$ cat src/include/clock_ctrl_pkg.sv
package clock_ctrl_pkg;

  localparam int unsigned ADDR_W = 8;
  localparam int unsigned DATA_W = 8;

  localparam logic [7:0] OFS_PUMP_OVS_SEL  = 8'h11;
  localparam logic [7:0] OFS_PLL_REF_SEL   = 8'h12;
  localparam logic [7:0] OFS_RESYNC_CTRL   = 8'h13;
  localparam logic [7:0] OFS_PLL_PRE_DIV   = 8'h14;
  localparam logic [7:0] OFS_PLL_INT_MULT  = 8'h15;

  localparam logic [7:0] RST_PUMP_OVS_SEL  = 8'h00;
  localparam logic [7:0] RST_PLL_REF_SEL   = 8'h00;
  localparam logic [7:0] RST_RESYNC_CTRL   = 8'h10;
  localparam logic [7:0] RST_PLL_PRE_DIV   = 8'h01;
  localparam logic [7:0] RST_PLL_INT_MULT  = 8'h08;

  localparam int unsigned PUMP_SEL_LSB     = 4;
  localparam int unsigned OVS_SEL_LSB      = 0;
  localparam int unsigned REF_SEL_LSB      = 0;
  localparam int unsigned SEL_W            = 3;
  localparam int unsigned AUTO_REALIGN_BIT = 4;
  localparam int unsigned REALIGN_REQ_BIT  = 0;
  localparam int unsigned PRE_DIV_LSB      = 3;
  localparam int unsigned PRE_DIV_W        = 4;
  localparam int unsigned MULT_LSB         = 4;
  localparam int unsigned MULT_W           = 2;
  localparam int unsigned J_W              = 6;

  localparam logic [2:0] PIN_SEL_ZERO      = 3'h3;
  localparam logic [2:0] PIN_SEL_TWO       = 3'h5;
  localparam logic [3:0] PRE_DIV_BAD       = 4'hF;

  typedef struct packed {
    logic              wr;
    logic              rd;
    logic [ADDR_W-1:0] addr;
    logic [DATA_W-1:0] wdata;
  } reg_req_s;

  typedef struct packed {
    logic pump;
    logic oversample;
    logic pll_ref;
  } gpio_clk_s;

  typedef enum logic [1:0] {
    RS_RUN,
    RS_HELD,
    RS_ALIGN
  } resync_state_e;

endpackage : clock_ctrl_pkg

$ cat src/design/clock_gpio_source_resync_pll_div.sv
module clock_gpio_source_resync_pll_div (
  input  wire logic                          clk_sys_i,
  input  wire logic                          nrst_i,
  input  wire clock_ctrl_pkg::reg_req_s      reg_req_i,
  output logic [clock_ctrl_pkg::DATA_W-1:0]  reg_rdata_o,
  input  wire logic                          general_pin_zero_i,
  input  wire logic                          general_pin_two_i,
  input  wire clock_ctrl_pkg::gpio_clk_s     src_is_gpio_i,
  output clock_ctrl_pkg::gpio_clk_s          gpio_clk_o,
  input  wire logic                          frame_start_i,
  input  wire logic                          dac_standby_exit_i,
  output logic                               clocks_halt_o,
  output logic                               dac_leave_standby_o,
  input  wire logic                          auto_clock_mode_i,
  input  wire logic [3:0]                    auto_pre_divide_i,
  output logic [4:0]                         pll_pre_divide_o,
  output logic [clock_ctrl_pkg::J_W-1:0]     pll_mult_j_o,
  output logic                               pll_cfg_error_o
);

  //////////////////////////////////////////////////////////////////////////////

  function automatic logic pin_pick(input logic [2:0] sel, input logic en, input logic p0, input logic p2);
    logic r;
    r = 1'b0;
    if (en && sel == clock_ctrl_pkg::PIN_SEL_ZERO) begin
      r = p0;
    end else if (en && sel == clock_ctrl_pkg::PIN_SEL_TWO) begin
      r = p2;
    end
    return r;
  endfunction : pin_pick

  //////////////////////////////////////////////////////////////////////////////

  logic [7:0] pump_oversample_gpio_select_ff;
  logic [7:0] pll_reference_gpio_select_ff;
  logic [7:0] clock_resync_control_ff;
  logic [7:0] pll_pre_divider_ff;
  logic [7:0] pll_integer_multiplier_ff;
  logic [7:0] rdata_ff;
  logic [7:0] nxt_pump_oversample_gpio_select;
  logic [7:0] nxt_pll_reference_gpio_select;
  logic [7:0] nxt_clock_resync_control;
  logic [7:0] nxt_pll_pre_divider;
  logic [7:0] nxt_pll_integer_multiplier;
  logic [7:0] nxt_rdata;

  // Reserved bits are stored as written so software sees back what it wrote.
  always_comb begin
    nxt_pump_oversample_gpio_select = pump_oversample_gpio_select_ff;
    nxt_pll_reference_gpio_select   = pll_reference_gpio_select_ff;
    nxt_clock_resync_control        = clock_resync_control_ff;
    nxt_pll_pre_divider             = pll_pre_divider_ff;
    nxt_pll_integer_multiplier      = pll_integer_multiplier_ff;
    nxt_rdata                       = rdata_ff;
    if (reg_req_i.wr) begin
      unique case (reg_req_i.addr)
        clock_ctrl_pkg::OFS_PUMP_OVS_SEL: nxt_pump_oversample_gpio_select = reg_req_i.wdata;
        clock_ctrl_pkg::OFS_PLL_REF_SEL:  nxt_pll_reference_gpio_select   = reg_req_i.wdata;
        clock_ctrl_pkg::OFS_RESYNC_CTRL:  nxt_clock_resync_control        = reg_req_i.wdata;
        clock_ctrl_pkg::OFS_PLL_PRE_DIV:  nxt_pll_pre_divider             = reg_req_i.wdata;
        clock_ctrl_pkg::OFS_PLL_INT_MULT: nxt_pll_integer_multiplier      = reg_req_i.wdata;
        default: ;
      endcase
    end
    if (reg_req_i.rd) begin
      unique case (reg_req_i.addr)
        clock_ctrl_pkg::OFS_PUMP_OVS_SEL: nxt_rdata = pump_oversample_gpio_select_ff;
        clock_ctrl_pkg::OFS_PLL_REF_SEL:  nxt_rdata = pll_reference_gpio_select_ff;
        clock_ctrl_pkg::OFS_RESYNC_CTRL:  nxt_rdata = clock_resync_control_ff;
        clock_ctrl_pkg::OFS_PLL_PRE_DIV:  nxt_rdata = pll_pre_divider_ff;
        clock_ctrl_pkg::OFS_PLL_INT_MULT: nxt_rdata = pll_integer_multiplier_ff;
        default:                          nxt_rdata = 8'h00;
      endcase
    end
  end

  always_ff @(posedge clk_sys_i or negedge nrst_i) begin
    if (!nrst_i) begin
      pump_oversample_gpio_select_ff <= clock_ctrl_pkg::RST_PUMP_OVS_SEL;
      pll_reference_gpio_select_ff   <= clock_ctrl_pkg::RST_PLL_REF_SEL;
      clock_resync_control_ff        <= clock_ctrl_pkg::RST_RESYNC_CTRL;
      pll_pre_divider_ff             <= clock_ctrl_pkg::RST_PLL_PRE_DIV;
      pll_integer_multiplier_ff      <= clock_ctrl_pkg::RST_PLL_INT_MULT;
      rdata_ff                       <= 8'h00;
    end else begin
      pump_oversample_gpio_select_ff <= nxt_pump_oversample_gpio_select;
      pll_reference_gpio_select_ff   <= nxt_pll_reference_gpio_select;
      clock_resync_control_ff        <= nxt_clock_resync_control;
      pll_pre_divider_ff             <= nxt_pll_pre_divider;
      pll_integer_multiplier_ff      <= nxt_pll_integer_multiplier;
      rdata_ff                       <= nxt_rdata;
    end
  end

  assign reg_rdata_o = rdata_ff;

  //////////////////////////////////////////////////////////////////////////////

  // Pins are asynchronous; a level is accepted only once stages two and three agree.
  logic [2:0] pin0_sync_ff;
  logic [2:0] pin2_sync_ff;
  logic       pin0_ff;
  logic       pin2_ff;
  logic [2:0] nxt_pin0_sync;
  logic [2:0] nxt_pin2_sync;
  logic       nxt_pin0;
  logic       nxt_pin2;

  always_comb begin
    nxt_pin0_sync = {pin0_sync_ff[1:0], general_pin_zero_i};
    nxt_pin2_sync = {pin2_sync_ff[1:0], general_pin_two_i};
    nxt_pin0      = (pin0_sync_ff[1] == pin0_sync_ff[2]) ? pin0_sync_ff[2] : pin0_ff;
    nxt_pin2      = (pin2_sync_ff[1] == pin2_sync_ff[2]) ? pin2_sync_ff[2] : pin2_ff;
  end

  always_ff @(posedge clk_sys_i or negedge nrst_i) begin
    if (!nrst_i) begin
      pin0_sync_ff <= 3'h0;
      pin2_sync_ff <= 3'h0;
      pin0_ff      <= 1'b0;
      pin2_ff      <= 1'b0;
    end else begin
      pin0_sync_ff <= nxt_pin0_sync;
      pin2_sync_ff <= nxt_pin2_sync;
      pin0_ff      <= nxt_pin0;
      pin2_ff      <= nxt_pin2;
    end
  end

  //////////////////////////////////////////////////////////////////////////////

  clock_ctrl_pkg::gpio_clk_s gpio_clk_ff;
  clock_ctrl_pkg::gpio_clk_s nxt_gpio_clk;

  // Muted means held low, so a bad code never lets a glitching pin through.
  always_comb begin
    nxt_gpio_clk.pump       = pin_pick(pump_oversample_gpio_select_ff[clock_ctrl_pkg::PUMP_SEL_LSB +: 3],
                                       src_is_gpio_i.pump, pin0_ff, pin2_ff);
    nxt_gpio_clk.oversample = pin_pick(pump_oversample_gpio_select_ff[clock_ctrl_pkg::OVS_SEL_LSB +: 3],
                                       src_is_gpio_i.oversample, pin0_ff, pin2_ff);
    nxt_gpio_clk.pll_ref    = pin_pick(pll_reference_gpio_select_ff[clock_ctrl_pkg::REF_SEL_LSB +: 3],
                                       src_is_gpio_i.pll_ref, pin0_ff, pin2_ff);
  end

  always_ff @(posedge clk_sys_i or negedge nrst_i) begin
    if (!nrst_i) begin
      gpio_clk_ff <= '0;
    end else begin
      gpio_clk_ff <= nxt_gpio_clk;
    end
  end

  assign gpio_clk_o = gpio_clk_ff;

  //////////////////////////////////////////////////////////////////////////////

  clock_ctrl_pkg::resync_state_e state_ff;
  clock_ctrl_pkg::resync_state_e nxt_state;
  logic                          auto_pending_ff;
  logic                          nxt_auto_pending;
  logic                          halt_ff;
  logic                          nxt_halt;
  logic                          leave_ff;
  logic                          nxt_leave;
  logic                          req_bit;
  logic                          auto_en;

  assign req_bit = clock_resync_control_ff[clock_ctrl_pkg::REALIGN_REQ_BIT];
  assign auto_en = clock_resync_control_ff[clock_ctrl_pkg::AUTO_REALIGN_BIT];

  // A standby exit that arrives during a manual realign is held and released with it.
  always_comb begin
    nxt_state        = state_ff;
    nxt_auto_pending = auto_pending_ff | dac_standby_exit_i;
    nxt_leave        = 1'b0;
    unique case (state_ff)
      clock_ctrl_pkg::RS_RUN: begin
        if (req_bit) begin
          nxt_state = clock_ctrl_pkg::RS_HELD;
        end else if (dac_standby_exit_i && auto_en) begin
          nxt_state = clock_ctrl_pkg::RS_ALIGN;
        end else if (dac_standby_exit_i) begin
          nxt_auto_pending = 1'b0;
          nxt_leave        = 1'b1;
        end
      end
      clock_ctrl_pkg::RS_HELD: begin
        if (!req_bit) begin
          nxt_state = clock_ctrl_pkg::RS_ALIGN;
        end
      end
      clock_ctrl_pkg::RS_ALIGN: begin
        if (req_bit) begin
          nxt_state = clock_ctrl_pkg::RS_HELD;
        end else if (frame_start_i) begin
          nxt_state        = clock_ctrl_pkg::RS_RUN;
          nxt_leave        = nxt_auto_pending;
          nxt_auto_pending = 1'b0;
        end
      end
    endcase
    nxt_halt = (nxt_state != clock_ctrl_pkg::RS_RUN);
  end

  always_ff @(posedge clk_sys_i or negedge nrst_i) begin
    if (!nrst_i) begin
      state_ff        <= clock_ctrl_pkg::RS_RUN;
      auto_pending_ff <= 1'b0;
      halt_ff         <= 1'b0;
      leave_ff        <= 1'b0;
    end else begin
      state_ff        <= nxt_state;
      auto_pending_ff <= nxt_auto_pending;
      halt_ff         <= nxt_halt;
      leave_ff        <= nxt_leave;
    end
  end

  assign clocks_halt_o       = halt_ff;
  assign dac_leave_standby_o = leave_ff;

  //////////////////////////////////////////////////////////////////////////////

  logic [4:0]                    pre_div_ff;
  logic [4:0]                    nxt_pre_div;
  logic [clock_ctrl_pkg::J_W-1:0] mult_j_ff;
  logic [clock_ctrl_pkg::J_W-1:0] nxt_mult_j;
  logic                          cfg_err_ff;
  logic                          nxt_cfg_err;
  logic [3:0]                    pre_code;

  // Code 1111 is prohibited; it is still passed on and flagged in manual mode only (not in auto mode), not silently fixed.
  always_comb begin
    pre_code    = auto_clock_mode_i ? auto_pre_divide_i
                                    : pll_pre_divider_ff[clock_ctrl_pkg::PRE_DIV_LSB +: 4];
    nxt_pre_div = {1'b0, pre_code} + 5'h01;
    nxt_mult_j  = {4'h0, pll_integer_multiplier_ff[clock_ctrl_pkg::MULT_LSB +: 2]};
    nxt_cfg_err = !auto_clock_mode_i &&
                  ((pre_code == clock_ctrl_pkg::PRE_DIV_BAD) || (nxt_mult_j == 6'h00));
  end

  always_ff @(posedge clk_sys_i or negedge nrst_i) begin
    if (!nrst_i) begin
      pre_div_ff <= 5'h01;
      mult_j_ff  <= 6'h00;
      cfg_err_ff <= 1'b0;
    end else begin
      pre_div_ff <= nxt_pre_div;
      mult_j_ff  <= nxt_mult_j;
      cfg_err_ff <= nxt_cfg_err;
    end
  end

  assign pll_pre_divide_o = pre_div_ff;
  assign pll_mult_j_o     = mult_j_ff;
  assign pll_cfg_error_o  = cfg_err_ff;

endmodule : clock_gpio_source_resync_pll_div

$ cat config.mk
export PLATFORM = sky130hd
export DESIGN_NAME = clock_gpio_source_resync_pll_div
export DESIGN_NICKNAME = d
export VERILOG_FILES = /design/src/include/clock_ctrl_pkg.sv /design/src/design/clock_gpio_source_resync_pll_div.sv
export SDC_FILE = /design/constraint.sdc
export NUM_CORES = 1
export LEC_CHECK = 0
export CAP_MARGIN = 20
export CORE_MARGIN = 3
export CORE_UTILIZATION = 35
export DETAILED_ROUTE_END_ITERATION = 10
export DONT_BUFFER_PORTS = 1
export GPL_TIMING_DRIVEN = 0
export SLEW_MARGIN = 20
export SYNTH_ARGS = -nofsm -noshare
export SYNTH_HDL_FRONTEND = slang
export SYNTH_SLANG_ARGS = --single-unit
$ cat constraint.sdc
create_clock -name clk_sys_i -period 1.35 [get_ports clk_sys_i]
set_input_delay 0.2025 -clock clk_sys_i [delete_from_list [all_inputs] [get_ports clk_sys_i]]
set_output_delay 0.2025 -clock clk_sys_i [all_outputs]
set_load 0.005 [all_outputs]
==> summary.txt, run 1 <==
Run status
  – Run status: complete, but fails checks
  – Violations in the final reports: hold timing, setup timing

STA
  – Measured slew at the worst slew-check pin: 737.4 ps
  – RSZ-0062 raised after global routing: true
  – Setup violation total in the final timing report: 16
  – Max_slew headroom: between 50 and 60%
  – Tmin final: 1429 ps
  – Setup WS post-layout: -78.89 ps
  – Hold violation total from the final report: between 70 and 80
  – Worst hold slack: -445.4 ps
  – Max-slew violation count: 0
  – Layout Skew: approximately 9 ps
  – Max Fclk: around 700 MHz
  – Final setup TNS: -702.3 ps
  – Period utilisation layout: 105.8%

Synthesis
  – Synth warn: 0
  – Post-synth top area share: between 50% and 60%
  – Yosys cell types: 43
  – Area leader, netlist: dfrtp_1
  – Post-synth EDFFs: 0
  – Cell with the most instances after synthesis: dfrtp_1
  – Cells after Synth: around 250
  – Post-synthesis cell area: between 3000 and 4000 µm²
  – Post-synth top cells: dfrtp_1 (68), mux2_2 (44), inv_1 (11)
  – Syn avg cell area: between 10 and 15 µm²
  – Synth top area cells: dfrtp_1 (51%), mux2_2 (15%), mux2_4 (3.6%), dfstp_2 (3.2%), mux2i_1 (2.4%)
  – FF+latch count, synth: between 70 and 80
  – Seq/Total Area, Yosys: 54.59%
  – Async SR Flop Fraction: 100.0%
  – Ys flop type: dfrtp_1

Route
  – DR WL/cell: between 15 and 20 µm
  – Drt first-iter violations: 95
  – Vias/cell: between 5 and 6
  – Post-Route WL: between 7 and 8 mm
  – Via count: 2164
  – # DRC: 0
  – Antenna-violating nets left: 0
  – 1st-pass router iterations: 4

Place
  – IO buf count: 0
  – Placed Area: 3477 µm²
  – Setup WS pre-CTS: -827.8 ps
  – Dpl cells: 365
  – Routability congestion estimate: around 0.73
  – Final HPWL from detailed placement: about 5.0 mm

Pwr
  – Cell Pwr Density: around 1200 nW/µm²
  – Maximum VDD drop: 586.7 µV
  – Cell Int Power: 3.554 mW
  – Combinational power share: approximately 18%
  – Seq pwr share: approximately 50%
  – Sw Share: between 20% and 30%
  – Clock power frac: a little under a third
  – Overall power: between 4 and 5 mW
  – NetSw: 1.299 mW
  – Leakage: 1.922 nW

Die
  – Die Y: 103.2 µm
  – Row cnt: 34
  – Core area: 8934 µm²
  – Initial Util: a little under two fifths
  – # IOs: 57
  – Die Width: approximately 100 µm
  – Die area: 10660 µm²

Clocking
  – Max Buffers Root-to-Sink: 2
  – Root buffer cell: clkbuf_8
  – H-tree depth: 3
  – Clock-pin slew on the worst setup and hold paths: around 70 ps
  – Skew-Pair Late Insertion Delay: approximately 340 ps
  – TritonCTS clock tree: done
  – Clock Sinks: 72
  – CTS Buf Count: 9

Cells and area
  – Non-Filler Instances: about 420
  – Share of post-route cells with drive strength above 1: 38.44%
  – Filler cells: about 800
  – Fin area: 4141 µm²
  – Register area: between 1500 and 2000 µm²
  – Fin util: a little under half
  – Multi-input logic area: 1553 µm²
  – Synthesis-to-layout area growth: 25.14%
  – Diode count: 0
  – Final nets: ~340

Setup path
  – Critical Path Start: reg_req_i[13]
  – Critical-path top delay cell: or4_4
  – Reg2reg setup slack: -10 ps
  – Startpoint types: primary input
  – Worst reg2reg endpoint: clocks_halt_o$_DFF_PN0_
  – Max incr delay on CP: 550 ps
  – Reg-to-Reg Start: state_ff[0]$_DFF_PN0_
  – Register-to-Register Path Depth: 5
  – Crit path required time: between 1500 and 2000 ps
  – WS Path Type: in2reg
  – CP max FO: 8
  – Most frequent cell on the critical path: or4_4
  – Crit path arrival time: 1650 ps
  – Worst-path cell chain: or4_4, or4_4, buf_12, mux2_4
  – CP Capture Type: flop

Worst hold path
  – Hold Crit Class: in2async

Global route
  – Grt total ovfl: 0
  – Number of global-route vias before repair: 2283
  – Largest net degree at the start of global routing: between 70 and 80
  – Number of antenna violations at the first check in global routing: 0
  – GRT Overall Usage: 15.80%
  – Global-route wire length before repair: 12.55 mm

Run
  – Max cap viols: 0
[worst max-delay path: cells and delay by family]
kind	cells	cell delay, ps
AND/OR/NAND/NOR	2	990
multiplexers	1	290
buffers and inverters	1	170
[cell families after synthesis]
logic type      Yosys count  synth area share (%)
mux                      60                 21.02
xor+xnor                  2                0.5294
simple gates             54                 10.21
buf+inv                  24                 3.667
other cells               1                0.1133
compound gates           35                 7.751
fa+ha+maj                 6                 2.117
flops                    72                 54.59
[flip-flops by register name, indices dropped and copies added, names as in the netlist, 3 cells and up]
register                        count
pin2_sync_ff                        3
pll_pre_divide_o                    5
pump_oversample_gpio_select_ff      8
pll_integer_multiplier_ff           8
pin0_sync_ff                        3
pll_pre_divider_ff                  8
clock_resync_control_ff             8
gpio_clk_o                          3
pll_reference_gpio_select_ff        8
reg_rdata_o                         8
[final cells by class]
cell class	count	share of cell area [%]
inverters	11	0.9970
repair buffers	36	8.429
clock buffers	13	3.837
well taps	108	3.263
plain buffers	11	1.903
clock inverters	3	0.4230
flip-flops and latches	72	43.66
multi-input cells	161	37.49
[layout by cell type, fill, tap and decap left out, types with 5 or more instances in the layout]
cell type,instances
nor2b_1,8
mux2i_1,7
buf_6,7
clkbuf_8,11
dfrtp_1,67
dlygate4sd3_1,18
nor2_1,7
mux2_2,24
mux2_4,28
nand2_1,5
nand3b_1,7
buf_4,14
inv_1,9
o21ai_0,5
[power by group through the flow]
stage	Clock, mW	Combinational [mW]	Sequential [mW]
global route	1.71	0.984	2.44
floorplan	0	0.514	2.43
detailed placement	0	0.634	2.47
global placement	0	0.594	2.46
CTS	1.59	0.808	2.43
finish	1.54	0.887	2.42
[worst max path at each step]
stage / slack, ps / endpoint / cells after the start
final: -80 / pump_oversample_gpio_select_ff[5]$_DFFE_PN0P_ / 4
after CTS: -50 / pump_oversample_gpio_select_ff[5]$_DFFE_PN0P_ / 4
after global routing: -90 / clocks_halt_o$_DFF_PN0_ / 5
after floorplan: -490 / pump_oversample_gpio_select_ff[0]$_DFFE_PN0P_ / 5
after global placement: -830 / pll_reference_gpio_select_ff[6]$_DFFE_PN0P_ / 4
after detailed placement: -830 / pll_reference_gpio_select_ff[3]$_DFFE_PN0P_ / 4
[repair_timing]
action                                 4_1_cts  5_1_grt
gates resized for setup                     17       34
setup endpoints to repair                   45       42
endpoints found under the hold margin      106       81
hold buffers                                11        7
setup buffers                               17        1
pin swaps                                    6        7
[metal layers]
metal	share of wire [%]	vias up	GRT usage [%]
met5	0	-	0
met4	1.3	0	3.586
met3	7.2	8	6.506
met2	45	55	23.09
met1	46	1091	22.09
li1	-	1010	-
Note: power is estimated with default switching activity, not from simulation.
==> run 2: changes to the inputs <==
--- a/config.mk
+++ b/config.mk
@@ -11,7 +11,6 @@
 export DETAILED_ROUTE_END_ITERATION = 10
 export DONT_BUFFER_PORTS = 1
 export GPL_TIMING_DRIVEN = 0
-export SLEW_MARGIN = 20
 export SYNTH_ARGS = -nofsm -noshare
 export SYNTH_HDL_FRONTEND = slang
 export SYNTH_SLANG_ARGS = --single-unit
==> constraint.sdc (replaced) <==
create_clock -name clk_sys_i -period 1.75 [get_ports clk_sys_i]
set_input_delay 0.2625 -clock clk_sys_i [delete_from_list [all_inputs] [get_ports clk_sys_i]]
set_output_delay 0.2625 -clock clk_sys_i [all_outputs]
set_load 0.005 [all_outputs]
==> run 2 against run 1 <==
  * The flow finishes with violations (hold timing)
  * Setup slack gained 210 ps
  * Final cell count fell by 7.5%
  * Via count shrank 6.0%
  * Combinational power is 50% lower
  * Die area unchanged
  * Sequential power is 23% lower
==> summary.txt, run 2 (same netlist as run 1, synthesis figures left out) <==
Run status
  – Run status: complete, but fails checks
  – Violations in the final reports: hold timing

Clocking
  – Clock-pin slew on the worst setup and hold paths: 80 ps (about the same)
  – Skew-Pair Late Insertion Delay: 350 ps (about the same)
  – Hold buffers post-CTS: 2 (-9)
  – Root buffer cell: clkbuf_8
  – TritonCTS clock tree: done
  – Max Buffers Root-to-Sink: 2 (unchanged)
  – CTS Buf Count: 9 (unchanged)
  – Setup Buffers After CTS: 0 (-17)
  – Clock Sinks: 72 (unchanged)
  – H-tree depth: 3 (unchanged)

STA
  – RSZ-0062 raised after global routing: false
  – Worst hold slack: -399.2 ps (+46.19 ps)
  – Layout Skew: 6.364 ps (-2.603 ps)
  – Max Fclk: approximately 620 MHz
  – Setup violation total in the final timing report: 0 (-16)
  – Measured slew at the worst slew-check pin: 795.6 ps (+58.16 ps)
  – Max-slew violation count: 0 (unchanged)
  – Tmin final: around 1600 ps
  – Period utilisation layout: just over 90%
  – Final setup TNS: 0 ps (+702.3 ps)
  – Hold violation total from the final report: 72 (unchanged)
  – Max_slew headroom: 46.47% (-3.9 points)

Cells and area
  – Register area: 1807 µm² (about the same)
  – Final nets: 306 (-9.5%)
  – Multi-input logic area: 1418 µm² (-8.7%)
  – Commonest non-fill, non-tap cells in the layout: dfrtp_1 (68), mux2_2 (44), inv_1 (11)
  – Fin area: 3675 µm² (-11%)
  – Share of post-route cells with drive strength above 1: 30.91% (-7.5 points)
  – Most common cell after layout, fill and taps aside: dfrtp_1
  – Synthesis-to-layout area growth: 11.04%
  – Filler cells: 849 (+4.0%)

Worst hold path
  – Hold Crit Class: in2async

Setup path
  – Crit path required time: 1980 ps (+410 ps)
  – Reg-to-Reg Start: state_ff[1]$_DFF_PN0_
  – Setup crit end: clock_resync_control_ff[2]$_DFFE_PN0P_
  – Worst reg2reg endpoint: clocks_halt_o$_DFF_PN0_
  – WS Path Type: in2reg
  – Reg2reg setup slack: 170 ps (+180 ps)
  – Startpoint types: primary input
  – Register-to-Register Path Depth: 5 (unchanged)
  – Critical Path Start: reg_req_i[13]
  – CP Capture Type: flop
  – CP max FO: 8 (unchanged)
  – Crit path arrival time: 1850 ps (+200 ps)

Place
  – Placed Area: 3460 µm² (-0.50%)
  – Final HPWL from detailed placement: 4.866 mm (-2.1%)
  – Routability congestion estimate: 0.7815 (+6.6%)
  – IO buf count: 0 (unchanged)

Global route
  – GRT Overall Usage: 13.96% (-1.8 points)
  – Number of global-route vias before repair: 2169 (-5.0%)
  – Global-route wire length before repair: 11.18 mm (-11%)
  – Number of antenna violations at the first check in global routing: 1 (+1)
  – Grt total ovfl: 0 (unchanged)
  – Largest net degree at the start of global routing: 73 (unchanged)

Route
  – Drt first-iter violations: 75 (-21%)
  – Post-Route WL: 6.977 mm (-10%)
  – Via count: 2034 (-6.0%)
  – 1st-pass router iterations: 4 (unchanged)
  – # DRC: 0 (unchanged)
  – Antenna-violating nets left: 0 (unchanged)
  – Vias/cell: 5.297 (+1.6%)
  – DR WL/cell: 18.17 µm (-3.2%)

Pwr
  – Leakage: 1.723 nW (-10%)
  – Cell Pwr Density: 946.0 nW/µm² (-19%)
  – Maximum VDD drop: 376.5 µV (-36%)

Die
  – Initial Util: 37.04% (unchanged)
  – Die Width: 103.2 µm (unchanged)
  – Core area: 8934 µm² (unchanged)
  – # IOs: 57 (unchanged)
  – Row cnt: 34 (unchanged)
  – Die Y: 103.2 µm (unchanged)
  – Die area: 10660 µm² (unchanged)

Run
  – Max cap viols: 0 (unchanged)
## run 2: final cells by class
class / instances / share of cell area, %
flip-flops and latches: 72 / 49.17
multi-input cells: 161 / 38.58
clock buffers: 13 / 4.052
well taps: 108 / 3.677
plain buffers: 13 / 2.315
inverters: 11 / 1.124
repair buffers: 2 / 0.5448
clock inverters: 3 / 0.4767
diodes: 1 / 0.06810
## run 2: where the power goes
| group | internal (mW) | leakage [nW] | total [mW] | switching, mW |
|---|---|---|---|---|
| logic | 0.219 | 0.685 | 0.446 | 0.227 |
| clock network | 0.551 | 0.0834 | 1.16 | 0.609 |
| registers | 1.78 | 0.954 | 1.87 | 0.0878 |
## run 2: what timing repair did
item | CTS | global route
gates resized for setup | 5 | 0
hold endpoints to repair | 74 | 72
endpoints found under the setup margin | 23 | 0
## run 2: worst min-delay path by stage
stage           start                                          end  slack (ps)  cells after the start
2_1_floorplan  nrst_i                    auto_pending_ff$_DFF_PN0_         -30                      0
3_3_place_gp   nrst_i                pll_pre_divide_o[2]$_DFF_PN0_         -30                      0
3_5_place_dp   nrst_i                pll_pre_divide_o[2]$_DFF_PN0_         -30                      0
4_1_cts        nrst_i  pll_reference_gpio_select_ff[3]$_DFFE_PN0P_        -420                      0
5_1_grt        nrst_i                   reg_rdata_o[3]$_DFFE_PN0P_        -430                      0
6_report       nrst_i                pll_pre_divide_o[2]$_DFF_PN0_        -400                      0
## run 2: per-layer routing
metal / vias up / part of all wire (%) / global-route usage (%)
met5: - / 0 / 0
met2: 58 / 46 / 20.57
met4: 0 / 1.7 / 6.474
met3: 12 / 7.8 / 5.366
li1: 946 / - / -
met1: 1018 / 45 / 18.17
## run 2: critical path: stages
cell and delay [ps]:
or4_4 520, buf_6 170, nor3_4 510, mux2_2 400
## run 2: metrics by stage
stage	instances	worst slack [ps]	hold slack [ps]	util (%)	power, mW
final	384	131.8	-399.2	41.13	3.476
after detailed placement	365	-466.8	-31.81	38.73	2.346
after global placement	365	-485.4	-31.49	38.73	2.321
after floorplan	257	-153.1	-33.09	-	2.241
after CTS	383	134.9	-418.5	41.11	3.522
after global routing	384	33.33	-426.3	41.13	3.666
==> run 3: changes to the inputs <==
==> constraint.sdc (replaced) <==
create_clock -name clk_sys_i -period 1.6 [get_ports clk_sys_i]
set_input_delay 0.24 -clock clk_sys_i [delete_from_list [all_inputs] [get_ports clk_sys_i]]
set_output_delay 0.24 -clock clk_sys_i [all_outputs]
set_load 0.005 [all_outputs]
==> run 3 against run 2 <==
  * The run still ends with hold timing left
  * Cell area is 4.6% higher
  * Sequential cell count stayed put
  * Via count is 1.4% higher
  * Hold slack worse by 23 ps
  * Critical endpoint is now pump_oversample_gpio_select_ff[5]$_DFFE_PN0P_
==> summary.txt, run 3 (same netlist as run 1, synthesis figures left out) <==
Die
  – Die Y: 103.2 µm (unchanged)
  – Core area: 8934 µm² (unchanged)
  – Initial Util: 37.04% (unchanged)
  – Die area: 10660 µm² (unchanged)
  – Die Width: 103.2 µm (unchanged)
  – Row cnt: 34 (unchanged)
  – # IOs: 57 (unchanged)

STA
  – RSZ-0062 raised after global routing: false
  – Setup violation total in the final timing report: 0 (unchanged)
  – Tmin final: approximately 1600 ps
  – Worst hold slack: -422.7 ps (-23.47 ps)
  – Setup WS post-layout: 14.96 ps (-116.8 ps)
  – Hold violation total from the final report: 72 (unchanged)
  – Period utilisation layout: roughly 99%
  – Max-slew violation count: 0 (unchanged)
  – Measured slew at the worst slew-check pin: 796.0 ps (+0.3653 ps)
  – Layout Skew: 5.358 ps (-1.007 ps)
  – Max Fclk: about 630 MHz
  – Max_slew headroom: 46.45% (about the same)

Cells and area
  – Final nets: 312 (+2.0%)
  – Synthesis-to-layout area growth: 16.11%
  – Filler cells: 830 (-2.2%)
  – Commonest non-fill, non-tap cells in the layout: dfrtp_1 (67), mux2_2 (44), inv_1 (11)
  – Multi-input logic area: 1426 µm² (+0.62%)
  – Non-Filler Instances: 389 (+1.3%)
  – Share of post-route cells with drive strength above 1: 34.52% (+3.6 points)
  – Register area: 1808 µm² (about the same)
  – Most common cell after layout, fill and taps aside: dfrtp_1
  – Diode count: 0 (-1)

Route
  – # DRC: 0 (unchanged)
  – Via count: 2063 (+1.4%)
  – Antenna-violating nets left: 0 (unchanged)
  – 1st-pass router iterations: 4 (unchanged)
  – Drt first-iter violations: 94 (+25%)
  – Post-Route WL: 7.088 mm (+1.6%)
  – DR WL/cell: 18.22 µm (+0.29%)
  – Vias/cell: 5.303 (+0.12%)

Global route
  – GRT Overall Usage: 13.74% (-0.22 points)
  – Grt total ovfl: 0 (unchanged)
  – Largest net degree at the start of global routing: 73 (unchanged)
  – Number of global-route vias before repair: 2076 (-4.3%)
  – Number of antenna violations at the first check in global routing: 0 (-1)
  – Global-route wire length before repair: 10.87 mm (-2.7%)

Setup path
  – Instance count on the critical path: 5 (+1)
  – Most frequent cell on the critical path: or4_4
  – Crit path required time: 1830 ps (-150 ps)
  – CP max FO: 8 (unchanged)
  – Register-to-Register Path Depth: 5 (unchanged)
  – WS Path Type: in2reg
  – Crit path arrival time: 1820 ps (-30 ps)
  – CP Capture Type: flop
  – Startpoint types: primary input
  – Max incr delay on CP: 520 ps (about the same)
  – CP bufs+invs: 2 (+1)
  – Worst-path cell chain: or4_4, buf_6, or4_4, buf_8, mux2_4
  – Critical-path top delay cell: or4_4
  – Crit-path leading delay family: simple AND/OR/NAND/NOR gates

Run
  – Max cap viols: 0 (unchanged)

Place
  – Routability congestion estimate: 0.7512 (-3.9%)
  – Final HPWL from detailed placement: 4.809 mm (-1.2%)
  – IO buf count: 0 (unchanged)
  – Dpl cells: 365 (unchanged)
  – Setup WS pre-CTS: -626.9 ps (-160.2 ps)

Pwr
  – Overall power: 4.379 mW (+26%)
  – Leakage: 1.801 nW (+4.5%)
  – Maximum VDD drop: 433.0 µV (+15%)
  – Cell Pwr Density: 1140 nW/µm² (+20%)

Worst hold path
  – Hold Crit Class: in2async

Clocking
  – Clock-pin slew on the worst setup and hold paths: 80 ps (about the same)
  – TritonCTS clock tree: done
  – H-tree depth: 3 (unchanged)
  – Max Buffers Root-to-Sink: 2 (unchanged)
  – Clock Sinks: 72 (unchanged)
  – Root buffer cell: clkbuf_8
  – CTS Buf Count: 9 (unchanged)
  – Skew-Pair Late Insertion Delay: 350 ps (about the same)
  – Hold buffers post-CTS: 3 (+1)

Run status
  – Violations in the final reports: hold timing
  – Run status: complete, but fails checks
run 3: worst paths after layout:
kind	startpoint	slack, ps	to
setup / recovery	reg_req_i[13]	10	pump_oversample_gpio_select_ff[5]$_DFFE_PN0P_
hold / removal	nrst_i	-420	pll_pre_divide_o[1]$_DFF_PN0_
setup reg to reg	state_ff[1]$_DFF_PN0_	100	clocks_halt_o$_DFF_PN0_
hold reg to reg	pin2_sync_ff[0]$_DFF_PN0_	350	pin2_sync_ff[1]$_DFF_PN0_
max in group asynchronous	nrst_i	1810	pll_integer_multiplier_ff[3]$_DFFE_PN1P_
min in group clk_sys_i	reg_req_i[4]	40	pump_oversample_gpio_select_ff[4]$_DFFE_PN0P_
run 3: metal layers:
layer | track usage, % | vias up | part of all wire [%]
li1 | - | 962 | -
met1 | 18.20 | 1033 | 45
met2 | 20.52 | 61 | 46
met3 | 5.768 | 7 | 8.4
met4 | 4.382 | 0 | 0.97
met5 | 0 | - | 0
run 3: cell type report:
cell class	instances	share of cell area, %
Sequential cell	72	47.05
Inverter	11	1.075
Clock buffer	10	3.582
Clock inverter	6	2.996
Tap cell	108	3.517
Multi-Input combinational cell	161	37.12
Buffer	13	2.247
Timing Repair Buffer	8	2.410
run 3: worst register-to-register path: stages, from the launching register on:
cell and delay (ps):
dfrtp_2 450, inv_1 90, ha_2 310, a221oi_2 260, a31o_2 150, o211ai_1 100
run 3: per-stage QoR:
step                      util (%)  hold WS (ps)  setup TNS, ps  instance area [µm²]
final                        43.01        -422.7              0                 3842
after global routing         43.01        -448.9              0                 3842
after CTS                    42.35        -439.1              0                 3784
after detailed placement     38.74        -54.17         -22290                 3461
after global placement       38.74        -54.05         -21680                 3461
after floorplan                  -        -55.59          -9445                 3326
run 3: what timing repair did:
item,in CTS,in global routing
hold endpoints to repair,75,72
gates resized for setup,4,6
pin swaps,0,2
setup endpoints to repair,32,21
buffers inserted,2,3
run 3: where the power goes:
part           switching, mW  internal [mW]  total, mW
combinational          0.264          0.265      0.529
sequential            0.0964           1.95       2.05
clock                  0.715           1.09       1.80
